### src/rtl/cssc_pkg.sv
// Package: register map, field positions and types for the clock select block
package cssc_pkg;
	// Byte offsets, chosen, one aligned word each
	localparam logic [7:0] OFF_MODE_A = 8'h00;
	localparam logic [7:0] OFF_MODE_B = 8'h04;
	localparam logic [7:0] OFF_DETECT = 8'h08;
	localparam logic [7:0] OFF_FAST_CTL = 8'h0C;
	localparam logic [7:0] OFF_FAST_DIV = 8'h10;
	localparam logic [7:0] OFF_PROTECT = 8'h14;
	localparam logic [7:0] OFF_STATUS = 8'h18;
	// Field positions
	localparam int B_MAIN_STOP = 5;
	localparam int B_DIV_SEL = 6;
	localparam int B_STOP_MODE = 0;
	localparam int B_PIN_FUNC = 3;
	localparam int B_SLOW_STOP = 4;
	localparam int B_DRIVE = 5;
	localparam int B_FINE_LO = 6;
	localparam int B_DET_EN = 0;
	localparam int B_DET_IRQ = 1;
	localparam int B_SYS_SEL = 2;
	localparam int B_MAIN_STOPPED = 3;
	localparam int B_FAST_EN = 0;
	localparam int B_SRC_SEL = 1;
	localparam int B_WREN = 0;
	// Reset values
	localparam logic [7:0] RST_MODE_A = 8'h68;
	localparam logic [7:0] RST_MODE_B = 8'h20;
	localparam logic [7:0] RST_DETECT = 8'h04;
	localparam logic [7:0] RST_FAST_CTL = 8'h00;
	localparam logic [2:0] RST_FAST_DIV = 3'h0;
	// Field codes
	localparam logic [1:0] DET_FALLBACK = 2'h3;
	localparam logic [1:0] DET_OFF = 2'h0;
	localparam logic [2:0] DIV_BY8 = 3'h3;
	// Stop-detect timeout on the system clock, and the filter depth
	localparam int STOP_TIMEOUT = 64;
	localparam int SYNC_DEPTH = 3;

	// Clock source steering handed to the analogue side
	typedef struct packed {
		logic main_osc_on;
		logic main_feedback_on;
		logic main_drive_high;
		logic slow_osc_on;
		logic fast_osc_on;
		logic onchip_source_select;
		logic system_clock_select;
		logic [2:0] cpu_div_code;
	} cssc_ctl_t;
endpackage

### src/rtl/cssc_stop_det.sv
// Module: main oscillator stop detector by edge timeout
`timescale 1ns/1ps
module cssc_stop_det #(
	parameter int TIMEOUT = cssc_pkg::STOP_TIMEOUT
) (
	input wire logic pclk,
	input wire logic presetn,
	input wire logic enable,
	input wire logic osc_sync,
	output logic stopped
);
	localparam int CW = $clog2(TIMEOUT + 1);
	localparam logic [CW-1:0] LIMIT = CW'(TIMEOUT);
	logic prev_r;
	logic [CW-1:0] cnt_r;
	wire edge_seen = osc_sync ^ prev_r;
	// Counter restarts on every oscillator edge; saturating at limit = stopped
	always_ff @(posedge pclk or negedge presetn) begin
		if (!presetn) begin
			prev_r <= 1'b0;
			cnt_r <= '0;
			stopped <= 1'b0;
		end else begin
			prev_r <= osc_sync;
			if (!enable || edge_seen)
				cnt_r <= '0;
			else if (cnt_r != LIMIT)
				cnt_r <= cnt_r + CW'(1);
			stopped <= enable && (cnt_r == LIMIT);
		end
	end
endmodule

### src/rtl/cssc_sync.sv
// Module: three-stage pin synchroniser with agreement filter
`timescale 1ns/1ps
module cssc_sync (
	input wire logic pclk,
	input wire logic presetn,
	input wire logic din,
	output logic dout
);
	logic s1_r;
	logic s2_r;
	logic s3_r;
	// First stage feeds only the second; change counts when two and three agree
	always_ff @(posedge pclk or negedge presetn) begin
		if (!presetn) begin
			s1_r <= 1'b0;
			s2_r <= 1'b0;
			s3_r <= 1'b0;
			dout <= 1'b0;
		end else begin
			s1_r <= din;
			s2_r <= s1_r;
			s3_r <= s2_r;
			if (s2_r == s3_r)
				dout <= s3_r;
		end
	end
endmodule

### src/rtl/cssc_top.sv
// Module: clock source select control with APB register access
// Contract
// [RL1] Clock registers ignore writes unless clock_write_enable is 1.
// [RL2] Stop mode entry forces divide_select to 1 (divide by 8).
// [RL3] Stop mode entry forces drive_capacity high.
// [RL4] Fine divide field only applies while divide_select is 0.
// [RL5] Stop mode bit disconnects the main feedback resistor.
// [RL6] slow_osc_stop follows system clock select; writes of 1 ignored on chip.
// [RL7] Stop mode with pin function 1 drives out pin high, else input.
// [RL8] Watchdog protect mode ignores writes to stop mode and slow stop.
// [RL9] osc_pin_function cannot be cleared once set.
// [RL10] Detected main stop with field 11b sets system_clock_select.
// [RL11] While main_stopped_status is 1, writing 0 to select is ignored.
// [RL12] Stopped status valid with detect enable; held 0 when field 00b.
// [RL13] Software clears detect field before stop or fast source use.
// [RL14] Software clears field, selects on-chip, then stops main osc.
// [RL15] Main stop with external clock only turns off the buffer.
// [RL16] Oscillator pins become inputs when main stopped and pin func 0.
// [RL17] Software changes source select only with fast on, slow running.
// [RL18] Software clears fast enable only after source select returns slow.
// [RL19] Software keeps slow oscillator on when filtered voltage detect used.
// [RL20] Main oscillates only when main stop cleared after pin func set.
// [RL21] Reset selects slow on-chip oscillator by 8, main and fast off.
//
// Design decisions made here: the APB register port and the register offsets.
`timescale 1ns/1ps
module cssc_top (
	input wire logic pclk,
	input wire logic presetn,
	input wire logic psel,
	input wire logic penable,
	input wire logic pwrite,
	input wire logic [7:0] paddr,
	input wire logic [31:0] pwdata,
	output logic [31:0] prdata,
	output logic pready,
	output logic pslverr,
	input wire logic stop_mode_entry,
	input wire logic wdt_protect_mode,
	input wire logic main_osc_in_pin,
	output logic main_osc_out_pin,
	output logic main_osc_out_oe,
	output logic buffer_on,
	output logic port_pins_free,
	output cssc_pkg::cssc_ctl_t ctl
);
	logic [7:0] mode_a_r;
	logic [7:0] mode_b_r;
	logic [7:0] detect_r;
	logic [7:0] fast_ctl_r;
	logic [2:0] fast_div_r;
	logic wren_r;
	logic pin_in;
	logic main_stop_seen;
	logic stop_prev_r;

	// Address match; one helper keeps every select decoded the same way
	function automatic logic hit_off(input logic [7:0] a,
		input logic [7:0] off);
		return a == off;
	endfunction

	// Register decode, one access phase per transfer, always zero wait
	wire acc = psel && penable;
	wire wr = acc && pwrite;
	wire hit_a = hit_off(paddr, cssc_pkg::OFF_MODE_A);
	wire hit_b = hit_off(paddr, cssc_pkg::OFF_MODE_B);
	wire hit_d = hit_off(paddr, cssc_pkg::OFF_DETECT);
	wire hit_f = hit_off(paddr, cssc_pkg::OFF_FAST_CTL);
	wire hit_v = hit_off(paddr, cssc_pkg::OFF_FAST_DIV);
	wire hit_p = hit_off(paddr, cssc_pkg::OFF_PROTECT);
	wire hit_s = hit_off(paddr, cssc_pkg::OFF_STATUS);
	wire mapped = hit_a | hit_b | hit_d | hit_f | hit_v | hit_p | hit_s;
	// Clock registers only accept writes behind the protect bit
	wire wr_ok = wr && wren_r; // RL1
	wire wr_a = wr_ok && hit_a;
	wire wr_b = wr_ok && hit_b;
	wire wr_d = wr_ok && hit_d;
	wire wr_f = wr_ok && hit_f;
	wire wr_v = wr_ok && hit_v;
	wire wr_p = wr && hit_p;

	// Stop mode entry is taken on its rising edge, same-clock source
	wire stop_enter = stop_mode_entry && !stop_prev_r;

	wire [1:0] det_field = {detect_r[cssc_pkg::B_DET_IRQ],
		detect_r[cssc_pkg::B_DET_EN]};
	wire det_armed = detect_r[cssc_pkg::B_DET_EN];
	wire sel_now = detect_r[cssc_pkg::B_SYS_SEL];
	wire stopped_now = detect_r[cssc_pkg::B_MAIN_STOPPED];
	// Fallback when detection runs in full mode
	wire fallback = main_stop_seen && det_field == cssc_pkg::DET_FALLBACK; // RL10

	// Next value of mode register A
	logic [7:0] mode_a_nxt;
	always_comb begin
		mode_a_nxt = mode_a_r;
		if (wr_a)
			mode_a_nxt = pwdata[7:0];
		if (stop_enter)
			mode_a_nxt[cssc_pkg::B_DIV_SEL] = 1'b1; // RL2
	end

	// Select after this edge, read by the slow stop logic below
	logic sel_nxt_w;
	// Next value of mode register B, with protect and sticky bits
	logic [7:0] mode_b_nxt;
	always_comb begin
		mode_b_nxt = mode_b_r;
		if (wr_b) begin
			mode_b_nxt = pwdata[7:0];
			if (wdt_protect_mode) begin
				mode_b_nxt[cssc_pkg::B_STOP_MODE] =
					mode_b_r[cssc_pkg::B_STOP_MODE]; // RL8
				mode_b_nxt[cssc_pkg::B_SLOW_STOP] =
					mode_b_r[cssc_pkg::B_SLOW_STOP]; // RL8
			end
			// Pin function is write-once to 1
			if (mode_b_r[cssc_pkg::B_PIN_FUNC])
				mode_b_nxt[cssc_pkg::B_PIN_FUNC] = 1'b1; // RL9
		end
		if (stop_enter)
			mode_b_nxt[cssc_pkg::B_DRIVE] = 1'b1; // RL3
		// Slow stop tracks the source select; ones ignored on-chip
		if (!sel_nxt_w)
			mode_b_nxt[cssc_pkg::B_SLOW_STOP] = 1'b1; // RL6
		else if (!sel_now || (wr_b && !wdt_protect_mode))
			mode_b_nxt[cssc_pkg::B_SLOW_STOP] = 1'b0; // RL6
	end

	// Detect register next value; fallback set beats software clear
	logic [7:0] detect_nxt;
	always_comb begin
		detect_nxt = detect_r;
		if (wr_d) begin
			detect_nxt[cssc_pkg::B_DET_EN] = pwdata[cssc_pkg::B_DET_EN];
			detect_nxt[cssc_pkg::B_DET_IRQ] = pwdata[cssc_pkg::B_DET_IRQ];
			if (pwdata[cssc_pkg::B_SYS_SEL] || !stopped_now)
				detect_nxt[cssc_pkg::B_SYS_SEL] =
					pwdata[cssc_pkg::B_SYS_SEL]; // RL11
		end
		if (fallback)
			detect_nxt[cssc_pkg::B_SYS_SEL] = 1'b1; // RL10
		// Status only meaningful while detection is armed
		if (!detect_nxt[cssc_pkg::B_DET_EN] &&
			!detect_nxt[cssc_pkg::B_DET_IRQ])
			detect_nxt[cssc_pkg::B_MAIN_STOPPED] = 1'b0; // RL12
		else if (detect_nxt[cssc_pkg::B_DET_EN])
			detect_nxt[cssc_pkg::B_MAIN_STOPPED] = main_stop_seen; // RL12
		else
			detect_nxt[cssc_pkg::B_MAIN_STOPPED] = 1'b0;
		detect_nxt[7:4] = 4'h0;
		sel_nxt_w = detect_nxt[cssc_pkg::B_SYS_SEL];
	end

	// Register storage
	always_ff @(posedge pclk or negedge presetn) begin
		if (!presetn) begin
			mode_a_r <= cssc_pkg::RST_MODE_A; // RL21
			mode_b_r <= cssc_pkg::RST_MODE_B;
			detect_r <= cssc_pkg::RST_DETECT; // RL21
			fast_ctl_r <= cssc_pkg::RST_FAST_CTL; // RL21
			fast_div_r <= cssc_pkg::RST_FAST_DIV;
			wren_r <= 1'b0;
			stop_prev_r <= 1'b0;
		end else begin
			mode_a_r <= mode_a_nxt;
			mode_b_r <= mode_b_nxt;
			detect_r <= detect_nxt;
			if (wr_f)
				fast_ctl_r <= {6'h00, pwdata[1:0]};
			if (wr_v)
				fast_div_r <= pwdata[2:0];
			if (wr_p)
				wren_r <= pwdata[cssc_pkg::B_WREN];
			stop_prev_r <= stop_mode_entry;
		end
	end

	// Read mux
	wire [7:0] rd_byte =
		hit_a ? mode_a_r :
		hit_b ? mode_b_r :
		hit_d ? detect_r :
		hit_f ? fast_ctl_r :
		hit_v ? {5'h00, fast_div_r} :
		hit_p ? {7'h00, wren_r} :
		hit_s ? {5'h00, main_stop_seen, pin_in, stop_prev_r} : 8'h00;

	// APB answer registered; unmapped addresses raise pslverr
	always_ff @(posedge pclk or negedge presetn) begin
		if (!presetn) begin
			prdata <= 32'h0000_0000;
			pready <= 1'b0;
			pslverr <= 1'b0;
		end else begin
			pready <= psel && !penable;
			pslverr <= psel && !penable && !mapped;
			prdata <= (psel && !penable && !pwrite) ?
				{24'h000000, rd_byte} : 32'h0000_0000;
		end
	end

	// Oscillator pin into the clock domain
	cssc_sync u_sync (
		.pclk(pclk),
		.presetn(presetn),
		.din(main_osc_in_pin),
		.dout(pin_in)
	);

	// Detector timed out on the filtered pin
	cssc_stop_det u_det (
		.pclk(pclk),
		.presetn(presetn),
		.enable(det_armed && !mode_a_r[cssc_pkg::B_MAIN_STOP]),
		.osc_sync(pin_in),
		.stopped(main_stop_seen)
	);

	// Derived control
	wire stop_mode = mode_b_r[cssc_pkg::B_STOP_MODE];
	wire pin_func = mode_b_r[cssc_pkg::B_PIN_FUNC];
	wire main_stop = mode_a_r[cssc_pkg::B_MAIN_STOP];
	wire [1:0] fine = mode_b_r[cssc_pkg::B_FINE_LO +: 2];
	// Divide select overrides the fine field
	wire [2:0] div_code = mode_a_r[cssc_pkg::B_DIV_SEL] ?
		cssc_pkg::DIV_BY8 : {1'b0, fine}; // RL4
	// Oscillation needs pin function set and main stop cleared
	wire main_on = pin_func && !main_stop && !stop_mode; // RL20

	// Output flops
	always_ff @(posedge pclk or negedge presetn) begin
		if (!presetn) begin
			ctl <= '0;
			main_osc_out_pin <= 1'b0;
			main_osc_out_oe <= 1'b0;
			buffer_on <= 1'b0;
			port_pins_free <= 1'b1;
		end else begin
			ctl.main_osc_on <= main_on;
			ctl.main_feedback_on <= !stop_mode; // RL5
			ctl.main_drive_high <= mode_b_r[cssc_pkg::B_DRIVE];
			ctl.slow_osc_on <= !mode_b_r[cssc_pkg::B_SLOW_STOP];
			ctl.fast_osc_on <= fast_ctl_r[cssc_pkg::B_FAST_EN];
			ctl.onchip_source_select <= fast_ctl_r[cssc_pkg::B_SRC_SEL];
			ctl.system_clock_select <= sel_now;
			ctl.cpu_div_code <= div_code;
			// Main stop gates the buffer and main_osc_on, not the feedback; an external clock still enters
			buffer_on <= main_on; // RL15
			main_osc_out_pin <= stop_mode && pin_func; // RL7
			main_osc_out_oe <= stop_mode && pin_func; // RL7
			port_pins_free <= main_stop && !pin_func; // RL16
		end
	end

	// Rule checks on registered state, one edge behind the cause; a_status_zero and a_slow_track check the same cycle
	a_div_override: assert property (@(posedge pclk) // RL4
		disable iff (!presetn) mode_a_r[cssc_pkg::B_DIV_SEL] |=>
		ctl.cpu_div_code == cssc_pkg::DIV_BY8)
		else $error("divide select did not force by eight");
	a_stop_div: assert property (@(posedge pclk) // RL2
		disable iff (!presetn) stop_enter |=>
		mode_a_r[cssc_pkg::B_DIV_SEL] && mode_b_r[cssc_pkg::B_DRIVE])
		else $error("stop entry did not force divide and drive");
	a_protect_wr: assert property (@(posedge pclk) // RL1
		disable iff (!presetn)
		wr && hit_a && !wren_r && !stop_enter |=> $stable(mode_a_r))
		else $error("protected write changed register");
	a_fallback_sel: assert property (@(posedge pclk) // RL10
		disable iff (!presetn)
		main_stop_seen && det_field == cssc_pkg::DET_FALLBACK |=> sel_now)
		else $error("fallback did not select on-chip");
	a_sel_hold: assert property (@(posedge pclk) // RL11
		disable iff (!presetn)
		stopped_now && sel_now |=> sel_now)
		else $error("select cleared while main stopped");
	a_status_zero: assert property (@(posedge pclk) // RL12
		disable iff (!presetn)
		det_field == cssc_pkg::DET_OFF |-> !stopped_now)
		else $error("stopped status set with detection off");
	a_pin_sticky: assert property (@(posedge pclk) // RL9
		disable iff (!presetn)
		pin_func |=> pin_func)
		else $error("pin function cleared");
	a_slow_track: assert property (@(posedge pclk) // RL6
		disable iff (!presetn)
		!sel_now |-> mode_b_r[cssc_pkg::B_SLOW_STOP])
		else $error("slow oscillator on with main selected");
	a_main_osc_out_pin_high: assert property (@(posedge pclk) // RL7
		disable iff (!presetn)
		stop_mode && pin_func |=> main_osc_out_oe && main_osc_out_pin)
		else $error("out pin not driven high in stop");
	a_feedback: assert property (@(posedge pclk) // RL5
		disable iff (!presetn)
		stop_mode |=> !ctl.main_feedback_on && !buffer_on)
		else $error("feedback kept in stop mode");
	a_wdt_hold: assert property (@(posedge pclk) // RL8
		disable iff (!presetn) wdt_protect_mode && wr_b |=>
		mode_b_r[cssc_pkg::B_STOP_MODE] == $past(stop_mode))
		else $error("stop mode bit written in protect mode");

	// Drive, divide, pin, feedback, protect, select and main gate checks
	a_stop_drive: assert property (@(posedge pclk) // RL3
		disable iff (!presetn)
		stop_enter |=> mode_b_r[cssc_pkg::B_DRIVE])
		else $error("stop entry did not force high drive");
	a_fine_apply: assert property (@(posedge pclk) // RL4
		disable iff (!presetn) !mode_a_r[cssc_pkg::B_DIV_SEL] |=>
		ctl.cpu_div_code == {1'b0, $past(fine)})
		else $error("fine divide field not applied");
	a_feedback_on: assert property (@(posedge pclk) // RL5
		disable iff (!presetn)
		!stop_mode |=> ctl.main_feedback_on)
		else $error("feedback off outside stop mode");
	a_out_input: assert property (@(posedge pclk) // RL7
		disable iff (!presetn)
		!pin_func |=> !main_osc_out_oe)
		else $error("out pin driven with pin function clear");
	a_slow_wdt: assert property (@(posedge pclk) // RL8
		disable iff (!presetn)
		wdt_protect_mode && wr_b && sel_now && sel_nxt_w |=>
		$stable(mode_b_r[cssc_pkg::B_SLOW_STOP]))
		else $error("slow stop bit written in protect mode");
	a_protect_b: assert property (@(posedge pclk) // RL1
		disable iff (!presetn)
		wr && hit_b && !wren_r && !stop_enter && sel_now && sel_nxt_w
		|=> $stable(mode_b_r))
		else $error("protected write changed mode register b");
	a_protect_det: assert property (@(posedge pclk) // RL1
		disable iff (!presetn)
		wr && hit_d && !wren_r && !fallback |=> sel_now == $past(sel_now))
		else $error("protected write changed clock select");
	a_slow_on: assert property (@(posedge pclk) // RL6
		disable iff (!presetn)
		sel_nxt_w && !sel_now |=> !mode_b_r[cssc_pkg::B_SLOW_STOP])
		else $error("slow oscillator not started on select");
	a_buffer_only: assert property (@(posedge pclk) // RL15
		disable iff (!presetn)
		main_stop && !stop_mode |=> ctl.main_feedback_on && !buffer_on)
		else $error("main stop did more than gate the buffer");
	a_pins_free: assert property (@(posedge pclk) // RL16
		disable iff (!presetn)
		main_stop && !pin_func |=> port_pins_free)
		else $error("oscillator pins not freed");
	a_pins_busy: assert property (@(posedge pclk) // RL16
		disable iff (!presetn)
		pin_func |=> !port_pins_free)
		else $error("oscillator pins freed with pin function set");
	a_main_gate: assert property (@(posedge pclk) // RL20
		disable iff (!presetn)
		!pin_func || main_stop |=> !ctl.main_osc_on)
		else $error("main oscillator ran without enable order");

	// Main scenarios
	c_fallback: cover property (@(posedge pclk) disable iff (!presetn)
		fallback);
	c_stop_entry: cover property (@(posedge pclk) disable iff (!presetn)
		stop_enter);
	c_main_on: cover property (@(posedge pclk) disable iff (!presetn)
		ctl.main_osc_on);
	c_wdt_block: cover property (@(posedge pclk) disable iff (!presetn)
		wdt_protect_mode && wr_b);
	c_sel_refused: cover property (@(posedge pclk) disable iff (!presetn)
		wr_d && stopped_now && !pwdata[cssc_pkg::B_SYS_SEL]);
endmodule

### config.mk
export PLATFORM = sky130hd
export DESIGN_NAME = cssc_top
export DESIGN_NICKNAME = d
export VERILOG_FILES = /design/src/rtl/cssc_pkg.sv /design/src/rtl/cssc_stop_det.sv /design/src/rtl/cssc_sync.sv /design/src/rtl/cssc_top.sv
export SDC_FILE = /design/constraint.sdc
export NUM_CORES = 1
export LEC_CHECK = 0
export BUFFER_PORTS_ARGS = -buffer_cell sky130_fd_sc_hd__buf_2
export CORE_ASPECT_RATIO = 0.75
export CORE_MARGIN = 10
export CORE_UTILIZATION = 53
export DETAILED_ROUTE_END_ITERATION = 6
export GPL_TIMING_DRIVEN = 1
export PLACE_DENSITY = 0.92
export SKIP_CTS_REPAIR_TIMING = 1
export SLEW_MARGIN = 10
export SYNTH_ARGS = -nofsm -noshare
export SYNTH_HDL_FRONTEND = slang
export SYNTH_SLANG_ARGS = --single-unit
### constraint.sdc
create_clock -name pclk -period 3.5 [get_ports pclk]
set_clock_uncertainty 0.15 [all_clocks]
set_input_delay 0.175 -clock pclk [delete_from_list [all_inputs] [get_ports pclk]]
set_output_delay 0.175 -clock pclk [all_outputs]
set_load 0.02 [all_outputs]
==> results.sh, run 1 <==
export IMPL_dieWidth_um=103
export IMPL_grt_max_degree=43
export IMPL_final_hold_viol_count=0
export IMPL_dieArea_sq_um=8470
export IMPL_post_drt_via_cell_ratio=5.29
export IMPL_dieHeight_um=82.3
export IMPL_ctsRootBufferMaster="clkbuf_8"
export IMPL_gp_congestion=0.948
export IMPL_synth_simple_area_share_pct=13.4
export IMPL_cts_buffers=9
export IMPL_core_area_sq_um=4950
export IMPL_yosysWarnings=0
export IMPL_outcome="completed"
export IMPL_port_buffers=46
export IMPL_grt_overflow=0
export IMPL_fmax_mhz=457
export IMPL_drv_slew=0
export IMPL_cp_end_kind="flip-flop"
export IMPL_clockBufferDepth=2
export IMPL_tightest_slew_ns=0.885
export IMPL_clock_latency_ns=0.34
export IMPL_clk_pin_slew_ns=0.07
export IMPL_ys_seq_area_share_pct=56.0
export IMPL_cts_sinks=61
export IMPL_synth_cell_types=46
export IMPL_rsz0062_at_grt="no"
export IMPL_drtPass1Iterations=4
export IMPL_syn_inst=225
export IMPL_synth_top_family_by_area="simple AND/OR/NAND/NOR gates"
export IMPL_p_per_area_nw_per_um2=479
export IMPL_maxCapViolations=0
export IMPL_synth_seq_cells=61
export IMPL_ys_top_cells_by_count="dfrtp_1 (55), buf_4 (27), mux2_2 (20)"
export IMPL_final_util_pct=66.0
export IMPL_synth_top_area_cell="dfrtp_1"
export IMPL_ys_async_sr_fraction_pct=100
export IMPL_synthAdderAreaFrac_pct=1.28
export IMPL_cts_tree="built"
export IMPL_first_global_vias=1866
export IMPL_relSlewSlack_pct=41.0
export IMPL_synth_edf_count=0
export IMPL_routedWlPerCell_um=17.1
export IMPL_insertedDiodeCount=0
export IMPL_setup_viol=0
export IMPL_drcViolationCount=0
export IMPL_synth_area_sq_um=2740
export IMPL_start_util_pct=55.3
export IMPL_synth_compound_area_share_pct=4.07
export IMPL_synth_main_ff_cell="dfrtp_1"
export IMPL_fin_nets=336
export IMPL_worstSetupPathType="in -> reg"
export IMPL_cpPeakStageDelay_ns=0.52
export IMPL_worstHoldPathType="in -> reg"
export IMPL_area_growth_pct=19.3
export IMPL_start_kind="input port"
export IMPL_ios=96
export IMPL_grt_pass1_wl_um=9020
export IMPL_synth_top_area_share_pct=50.3
export IMPL_crit_buf_inv=2
export IMPL_critical_path_top_delay_family="simple AND/OR/NAND/NOR gates"
export IMPL_wirelength_um=5990
export IMPL_synth_xor_area_share_pct=2.24
export IMPL_syn_area_per_cell_sq_um=12.2
export IMPL_htreeDepth=3
export IMPL_track_usage_pct=14.1
export IMPL_synth_most_common_cell="dfrtp_1"
export IMPL_critPathMaxFanout=7
export IMPL_ir_drop_mv=0.460
export IMPL_rows=22
export IMPL_drive_gt1_share_pct=33.0
export IMPL_layout_min_cycle_time_ns=2.19
export IMPL_worstPathArrival_ns=2.26
export IMPL_required_ns=3.57
export IMPL_drt_initial_drc_count=139
export IMPL_postRouteAntennaNets=0
export IMPL_yosys_mux_area_fraction_pct=13.2
export IMPL_yosys_top_cells_area="dfrtp_1 (50%), mux2_2 (8.2%), buf_4 (7.4%), dfstp_2 (5.8%), mux2i_1 (3.3%)"
export IMPL_antenna_found_initial=0
export IMPL_hpwl_um=4260
export IMPL_fin_setup_tns_ns=0
export IMPL_critPathSlowestCell="dlygate4sd3_1"
export IMPL_vias=1856
export IMPL_path_cells="dlygate4sd3_1 -> buf_2 -> and4_1 -> nand4_1 -> nor2_1 -> mux2_2"
export IMPL_p_leak_nw=1.61
export IMPL_period_share_pct=62.5
[stage by stage]
step | power [mW] | area (sq um) | std cells | worst slack [ns] | hold WS (ns)
detailed placement | 0.817 | 2910 | 323 | 1.20 | 0.134
finish | 1.57 | 3270 | 351 | 1.31 | 0.0156
global route | 1.63 | 3270 | 351 | 1.25 | 0.0261
global placement | 0.814 | 2910 | 323 | 1.28 | 0.135
CTS | 1.56 | 3150 | 339 | 1.43 | -0.225
floorplan | 0.800 | 2830 | 249 | 1.59 | -0.271
[cell families after synthesis]
logic type                 Yosys count
muxes                               31
and+or+nand+nor                     64
AOI/OAI and AO/OA                   16
adders and majority gates            3
xor gates and xnor gates             7
DFF                                 61
buffers and inverters               42
other                                1
[worst min-delay path: stages]
cell and delay, ns:
buf_2 0.09, nor2_1 0.05, o21ai_0 0.15
[layer usage]
layer	wire length [um]	vias up	track usage (%)
li1	-	849	-
met1	2440	907	16.4
met2	2990	92	22.2
met3	511	8	7.63
met4	53	0	4.43
met5	0	-	0
[registers in the layout, indices dropped and copies added (netlist names), 2 cells and up, named ones only]
signal / flops
u_det.cnt_r: 7
mode_b_r: 8
mode_a_r: 8
fast_ctl_r: 2
ctl: 9
prdata: 8
fast_div_r: 3
detect_r: 3
[cell usage in the layout, fill, tap and decap left out, types with 2 or more instances in the layout]
cell type	Yosys	final
o21ai_0	4	4
mux4_2	2	2
nand3_1	6	6
nor3b_1	2	2
nand2_1	7	7
bufinv_16	0	3
buf_2	0	46
ha_1	2	2
dfstp_2	6	6
nor2b_1	5	5
a211oi_1	3	3
xor2_1	2	2
mux2i_1	9	9
clkbuf_8	0	9
nor2_1	19	19
and3_1	2	2
nor4_1	2	2
nor3_1	3	3
a21oi_1	2	2
or4_1	2	2
dfrtp_1	55	55
conb_1	1	25
xnor2_1	5	5
or2_2	2	2
inv_1	9	9
mux2_2	20	20
nand4_1	4	4
dlygate4sd3_1	0	12
[final timing paths]
| check | start | to | slack (ns) | cells past startpoint |
|---|---|---|---|---|
| worst min register to register | u_sync.s1_r$_DFF_PN0_ | u_sync.s2_r$_DFF_PN0_ | 0.20 | 0 |
| min in group asynchronous | presetn | wren_r$_DFFE_PN0P_ | 0.34 | 2 |
| worst max register to register | wren_r$_DFFE_PN0P_ | mode_b_r[0]$_DFFE_PN0P_ | 1.41 | 4 |
| worst max-delay path | pwrite | mode_b_r[0]$_DFFE_PN0P_ | 1.31 | 6 |
| worst min-delay path | wdt_protect_mode | mode_b_r[4]$_DFFE_PN0P_ | 0.02 | 3 |
| max in group asynchronous | presetn | fast_div_r[2]$_DFFE_PN0P_ | 2.07 | 3 |
[final cells by class]
cell class	count	area, sq um
Clock buffer	10	128
Clock inverter	6	111
Sequential cell	61	1530
Inverter	9	33.8
Timing Repair Buffer	59	358
Fill cell	370	1690
Tap cell	60	75.1
Multi-Input combinational cell	146	1030
[report_power, final]
part	switching [mW]	internal (mW)
combinational	0.0699	0.0313
clock	0.277	0.473
sequential	0.00336	0.711
(Power assumes the default switching activity.)
==> inputs of run 2 (changes only) <==
CORE_UTILIZATION = 50   (was 53)
PLACE_DENSITY = 0.88   (was 0.92)
clock period = 2.1 ns   (was 3.5 ns; I/O delays follow)
==> results.sh, run 2 (synthesized netlist as in run 1, its figures left out) <==
export IMPL_grt_overflow=0
export IMPL_largest_register_ffs=9
export IMPL_ctsRootBufferMaster="clkbuf_8"
export IMPL_fmax_mhz=498
export IMPL_path_cells="buf_2 -> dlygate4sd3_1 -> nor3_1 -> nand2_1 -> or3_1 -> a2111oi_0"
export IMPL_clk_pin_slew_ns=0.06
export IMPL_post_drt_via_cell_ratio=5.08
export IMPL_worstHoldPathType="in -> reg"
export IMPL_setup_ws_ns=0.0934
export IMPL_drive_gt1_share_pct=33.2
export IMPL_first_global_vias=1858
export IMPL_critPathSlowestCell="dlygate4sd3_1"
export IMPL_htreeDepth=3
export IMPL_hpwl_um=4210
export IMPL_start_util_pct=51.4
export IMPL_dp_slack_ns=0.201
export IMPL_outcome="completed"
export IMPL_wirelength_um=6030
export IMPL_whs_ns=0.0282
export IMPL_drv_slew=0
export IMPL_gp_congestion=0.876
export IMPL_p_leak_nw=1.63
export IMPL_track_usage_pct=12.8
export IMPL_start_kind="input port"
export IMPL_required_ns=2.13
export IMPL_most_common_layout_cells="dfrtp_1 (55), buf_2 (46), conb_1 (25)"
export IMPL_setup_viol=0
export IMPL_worstSetupPathType="in -> reg"
export IMPL_dieWidth_um=105
export IMPL_area_growth_pct=22.1
export IMPL_crit_buf_inv=2
export IMPL_cts_tree="built"
export IMPL_cp_end_kind="flip-flop"
export IMPL_cts_buffers=9
export IMPL_worstPathArrival_ns=2.04
export IMPL_maxCapViolations=0
export IMPL_ir_drop_mv=0.405
export IMPL_vias=1916
export IMPL_antenna_found_initial=0
export IMPL_drtPass1Iterations=4
export IMPL_fin_nets=346
export IMPL_drt_initial_drc_count=191
export IMPL_grt_pass1_wl_um=9160
export IMPL_core_area_sq_um=5320
export IMPL_dpl_cell_count=342
export IMPL_top_register="ctl"
export IMPL_clock_latency_ns=0.33
export IMPL_relSlewSlack_pct=61.4
export IMPL_clockBufferDepth=2
export IMPL_dieArea_sq_um=8870
export IMPL_postRouteAntennaNets=0
export IMPL_final_common_cell="dfrtp_1"
export IMPL_critical_path_top_delay_family="simple AND/OR/NAND/NOR gates"
export IMPL_final_cells=377
export IMPL_final_hold_viol_count=0
export IMPL_p_per_area_nw_per_um2=706
export IMPL_layout_min_cycle_time_ns=2.01
export IMPL_period_share_pct=95.6
export IMPL_port_buffers=46
export IMPL_drcViolationCount=0
export IMPL_rows=23
export IMPL_cpPeakStageDelay_ns=0.56
export IMPL_fin_setup_tns_ns=0
export IMPL_ios=96
export IMPL_tightest_slew_ns=0.580
export IMPL_dieHeight_um=84.1
export IMPL_critPathMaxFanout=3
export IMPL_grt_max_degree=38
export IMPL_routedWlPerCell_um=16.0
export IMPL_cts_sinks=61
## run 2: area by class of cell
class / instances / area (sq um)
fillers: 380 / 1980
flip-flops and latches: 61 / 1530
multi-input cells: 146 / 1030
repair buffers: 69 / 460
clock buffers: 10 / 128
well taps: 75 / 93.8
clock inverters: 6 / 63.8
inverters: 9 / 33.8
diodes: 1 / 2.50
## run 2: path summary, 6_finish.rpt
| kind | startpoint | end | slack (ns) | cells past startpoint |
|---|---|---|---|---|
| worst max-delay path | paddr[7] | prdata[1]$_DFF_PN0_ | 0.09 | 6 |
| worst min-delay path | paddr[4] | prdata[2]$_DFF_PN0_ | 0.03 | 3 |
| worst max register to register | wren_r$_DFFE_PN0P_ | detect_r[3]$_DFF_PN0_ | 0.35 | 4 |
| worst min register to register | u_sync.s1_r$_DFF_PN0_ | u_sync.s2_r$_DFF_PN0_ | 0.21 | 0 |
| max in group asynchronous | presetn | detect_r[2]$_DFF_PN1_ | 0.99 | 3 |
| min in group asynchronous | presetn | ctl[9]$_DFF_PN0_ | 0.16 | 2 |
## run 2: metal layers
layer / vias to the layer above / wire [um] / global-route usage [%]
li1: 870 / - / -
met1: 926 / 2470 / 15.2
met2: 100 / 2910 / 19.6
met3: 20 / 534 / 6.02
met4: 0 / 113 / 4.98
met5: - / 0 / 0
## run 2: worst min-delay path, stage by stage
cell      delay [ns]
buf_2           0.15
nor2_1          0.13
a211oi_1        0.09
## run 2: report_power, final
part	internal [mW]	switching, mW	total [mW]	leakage (nW)
Sequential	1.19	0.00587	1.19	0.778
Clock	0.545	0.439	0.984	0.0923
Combinational	0.0636	0.123	0.186	0.763
Total	1.79	0.568	2.36	1.63
## run 2: through the flow
stage                     power [mW]  util [%]  cell area, sq um
after detailed placement        1.37      55.8              2970
after floorplan                 1.33         -              2830
after global placement          1.36      55.8              2970
final                           2.36      62.8              3340
after CTS                       2.36      59.4              3160
after global routing            2.47      62.8              3340
==> inputs of run 3 (changes only) <==
ABC_AREA = 1   (was not set)
PLACE_DENSITY = 0.87   (was 0.88)
TNS_END_PERCENT = 20   (was not set)
==> results.sh, run 3 <==
export IMPL_outcome="completed"
export IMPL_fin_setup_tns_ns=0
export IMPL_most_common_layout_cells="dfrtp_1 (55), nand2_1 (50), buf_2 (46)"
export IMPL_synth_xor_area_share_pct=0.617
export IMPL_dp_slack_ns=0.344
export IMPL_syn_inst=307
export IMPL_cts_buffers=9
export IMPL_grt_max_degree=39
export IMPL_drt_initial_drc_count=94
export IMPL_drv_slew=0
export IMPL_dieArea_sq_um=9120
export IMPL_core_area_sq_um=5410
export IMPL_track_usage_pct=14.2
export IMPL_largest_register_ffs=9
export IMPL_vias=2221
export IMPL_drive_gt1_share_pct=26.2
export IMPL_nFillCells=429
export IMPL_r2r_end="mode_b_r[4]$_DFFE_PN0P_"
export IMPL_hp_start="paddr[2]"
export IMPL_port_buffers=46
export IMPL_layout_min_cycle_time_ns=1.78
export IMPL_finalPower_mw=2.29
export IMPL_worstHoldPathType="in -> reg"
export IMPL_fin_nets=426
export IMPL_ys_async_sr_fraction_pct=100
export IMPL_start_kind="input port"
export IMPL_ios=96
export IMPL_holdPathEnd="fast_ctl_r[0]$_DFFE_PN0P_"
export IMPL_setup_ws_ns=0.321
export IMPL_antenna_found_initial=0
export IMPL_synth_area_sq_um=2840
export IMPL_synth_cell_types=37
export IMPL_start_util_pct=52.5
export IMPL_path_cells="dlygate4sd3_1 -> buf_2 -> nand3_1 -> nor2_2 -> nand2_2 -> or2_1 -> nand3_1 -> nand2_1"
export IMPL_p_per_area_nw_per_um2=676
export IMPL_ir_drop_mv=0.407
export IMPL_wirelength_um=6510
export IMPL_clock_latency_ns=0.34
export IMPL_hpwl_um=4820
export IMPL_synth_most_common_cell="dfrtp_1"
export IMPL_first_global_vias=2110
export IMPL_period_share_pct=84.7
export IMPL_crit_buf_inv=2
export IMPL_synth_seq_cells=61
export IMPL_ys_top_cells_by_count="dfrtp_1 (55), nand2_1 (50), inv_1 (37)"
export IMPL_fmax_mhz=562
export IMPL_grt_overflow=0
export IMPL_post_drt_via_cell_ratio=4.87
export IMPL_synth_main_ff_cell="dfrtp_1"
export IMPL_critical_path_top_delay_family="simple AND/OR/NAND/NOR gates"
export IMPL_critPathMaxFanout=11
export IMPL_synth_top_family_by_area="simple AND/OR/NAND/NOR gates"
export IMPL_cp_end_kind="flip-flop"
export IMPL_synthAdderAreaFrac_pct=1.23
export IMPL_drcViolationCount=0
export IMPL_whs_ns=0.0886
export IMPL_grt_pass1_wl_um=10200
export IMPL_postRouteAntennaNets=0
export IMPL_synth_simple_area_share_pct=20.5
export IMPL_required_ns=2.17
export IMPL_area_growth_pct=19.4
export IMPL_worstSetupPathType="in -> reg"
export IMPL_insertedDiodeCount=0
export IMPL_tightest_slew_ns=0.549
export IMPL_cts_sinks=61
export IMPL_critPathSlowestCell="dlygate4sd3_1"
export IMPL_htreeDepth=3
export IMPL_rsz0062_at_grt="no"
export IMPL_setup_viol=0
export IMPL_rows=23
export IMPL_ys_seq_area_share_pct=54.0
export IMPL_hold_depth=5
export IMPL_worstPathArrival_ns=1.85
export IMPL_dieWidth_um=107
export IMPL_final_util_pct=62.7
export IMPL_gp_congestion=0.843
export IMPL_drtPass1Iterations=4
export IMPL_synth_edf_count=0
export IMPL_clk_pin_slew_ns=0.07
export IMPL_r2r_cells=6
export IMPL_routedWlPerCell_um=14.3
export IMPL_crit_top_cell="nand3_1"
export IMPL_top_register="ctl"
export IMPL_yosysWarnings=0
export IMPL_final_hold_viol_count=0
export IMPL_ctsRootBufferMaster="clkbuf_8"
export IMPL_cts_tree="built"
export IMPL_relSlewSlack_pct=63.4
export IMPL_p_leak_nw=1.69
export IMPL_yosys_mux_area_fraction_pct=0
export IMPL_synth_compound_area_share_pct=9.74
export IMPL_synth_top_area_cell="dfrtp_1"
export IMPL_syn_area_per_cell_sq_um=9.25
export IMPL_maxCapViolations=0
export IMPL_rr_startpoint="wren_r$_DFFE_PN0P_"
export IMPL_synth_top_area_share_pct=48.5
export IMPL_r2r_slack_ns=0.37
export IMPL_cpPeakStageDelay_ns=0.52
export IMPL_yosys_top_cells_area="dfrtp_1 (48%), buf_4 (7.1%), nand2_1 (6.6%), dfstp_2 (5.6%), inv_1 (4.9%)"
export IMPL_clockBufferDepth=2
export IMPL_final_common_cell="dfrtp_1"
export IMPL_dieHeight_um=85.3
## run 3: worst max-delay path by stage
| stage | from | end | slack, ns | cells after the start |
|---|---|---|---|---|
| floorplan | wren_r$_DFFE_PN0P_ | mode_a_r[1]$_DFFE_PN0P_ | 0.71 | 8 |
| detailed placement | paddr[1] | mode_b_r[4]$_DFFE_PN0P_ | 0.34 | 8 |
| global placement | paddr[1] | mode_b_r[4]$_DFFE_PN0P_ | 0.45 | 8 |
| finish | penable | mode_b_r[4]$_DFFE_PN0P_ | 0.32 | 8 |
| CTS | wren_r$_DFFE_PN0P_ | mode_b_r[4]$_DFFE_PN0P_ | 0.39 | 6 |
| global route | penable | mode_b_r[4]$_DFFE_PN0P_ | 0.24 | 8 |
## run 3: kinds of logic (layout without fill, tap and decap cells)
kind of cell,Yosys count,after routing
simple gates,117,117
buf+inv,74,124
flops,61,61
compound gates,49,49
fa+ha+maj,3,3
xor+xnor,2,2
other cells,1,25
## run 3: area by class of cell
| cell class | count | area (sq um) | area share [%] |
|---|---|---|---|
| repair buffers | 63 | 410 | 12.1 |
| clock inverters | 7 | 52.6 | 1.55 |
| well taps | 75 | 93.8 | 2.77 |
| multi-input cells | 196 | 1000 | 29.6 |
| inverters | 45 | 171 | 5.06 |
| flip-flops and latches | 61 | 1530 | 45.2 |
| clock buffers | 9 | 124 | 3.65 |
## run 3: through the flow
step / std cells / area [sq um]
6_report: 456 / 3390
5_1_grt: 456 / 3390
4_1_cts: 440 / 3230
3_5_place_dp: 424 / 3050
3_3_place_gp: 424 / 3050
2_1_floorplan: 331 / 2930
## run 3: worst min-delay path: stages
cell     delay (ns)
buf_2          0.11
nand2_1        0.05
nor2_1         0.07
nand3_1        0.14
o21ai_1        0.07
## run 3: per-layer routing
layer / wire, um / vias up / track usage (%)
met2: 3000 / 84 / 21.8
met3: 450 / 14 / 6.27
met5: 0 / - / 0
met4: 155 / 0 / 7.61
met1: 2910 / 1059 / 16.5
li1: - / 1064 / -
## run 3: power by group
part / switching [mW] / total [mW] / leakage, nW / internal (mW)
combinational: 0.122 / 0.175 / 0.849 / 0.0532
sequential: 0.00604 / 1.19 / 0.768 / 1.19
clock: 0.496 / 0.924 / 0.0774 / 0.428
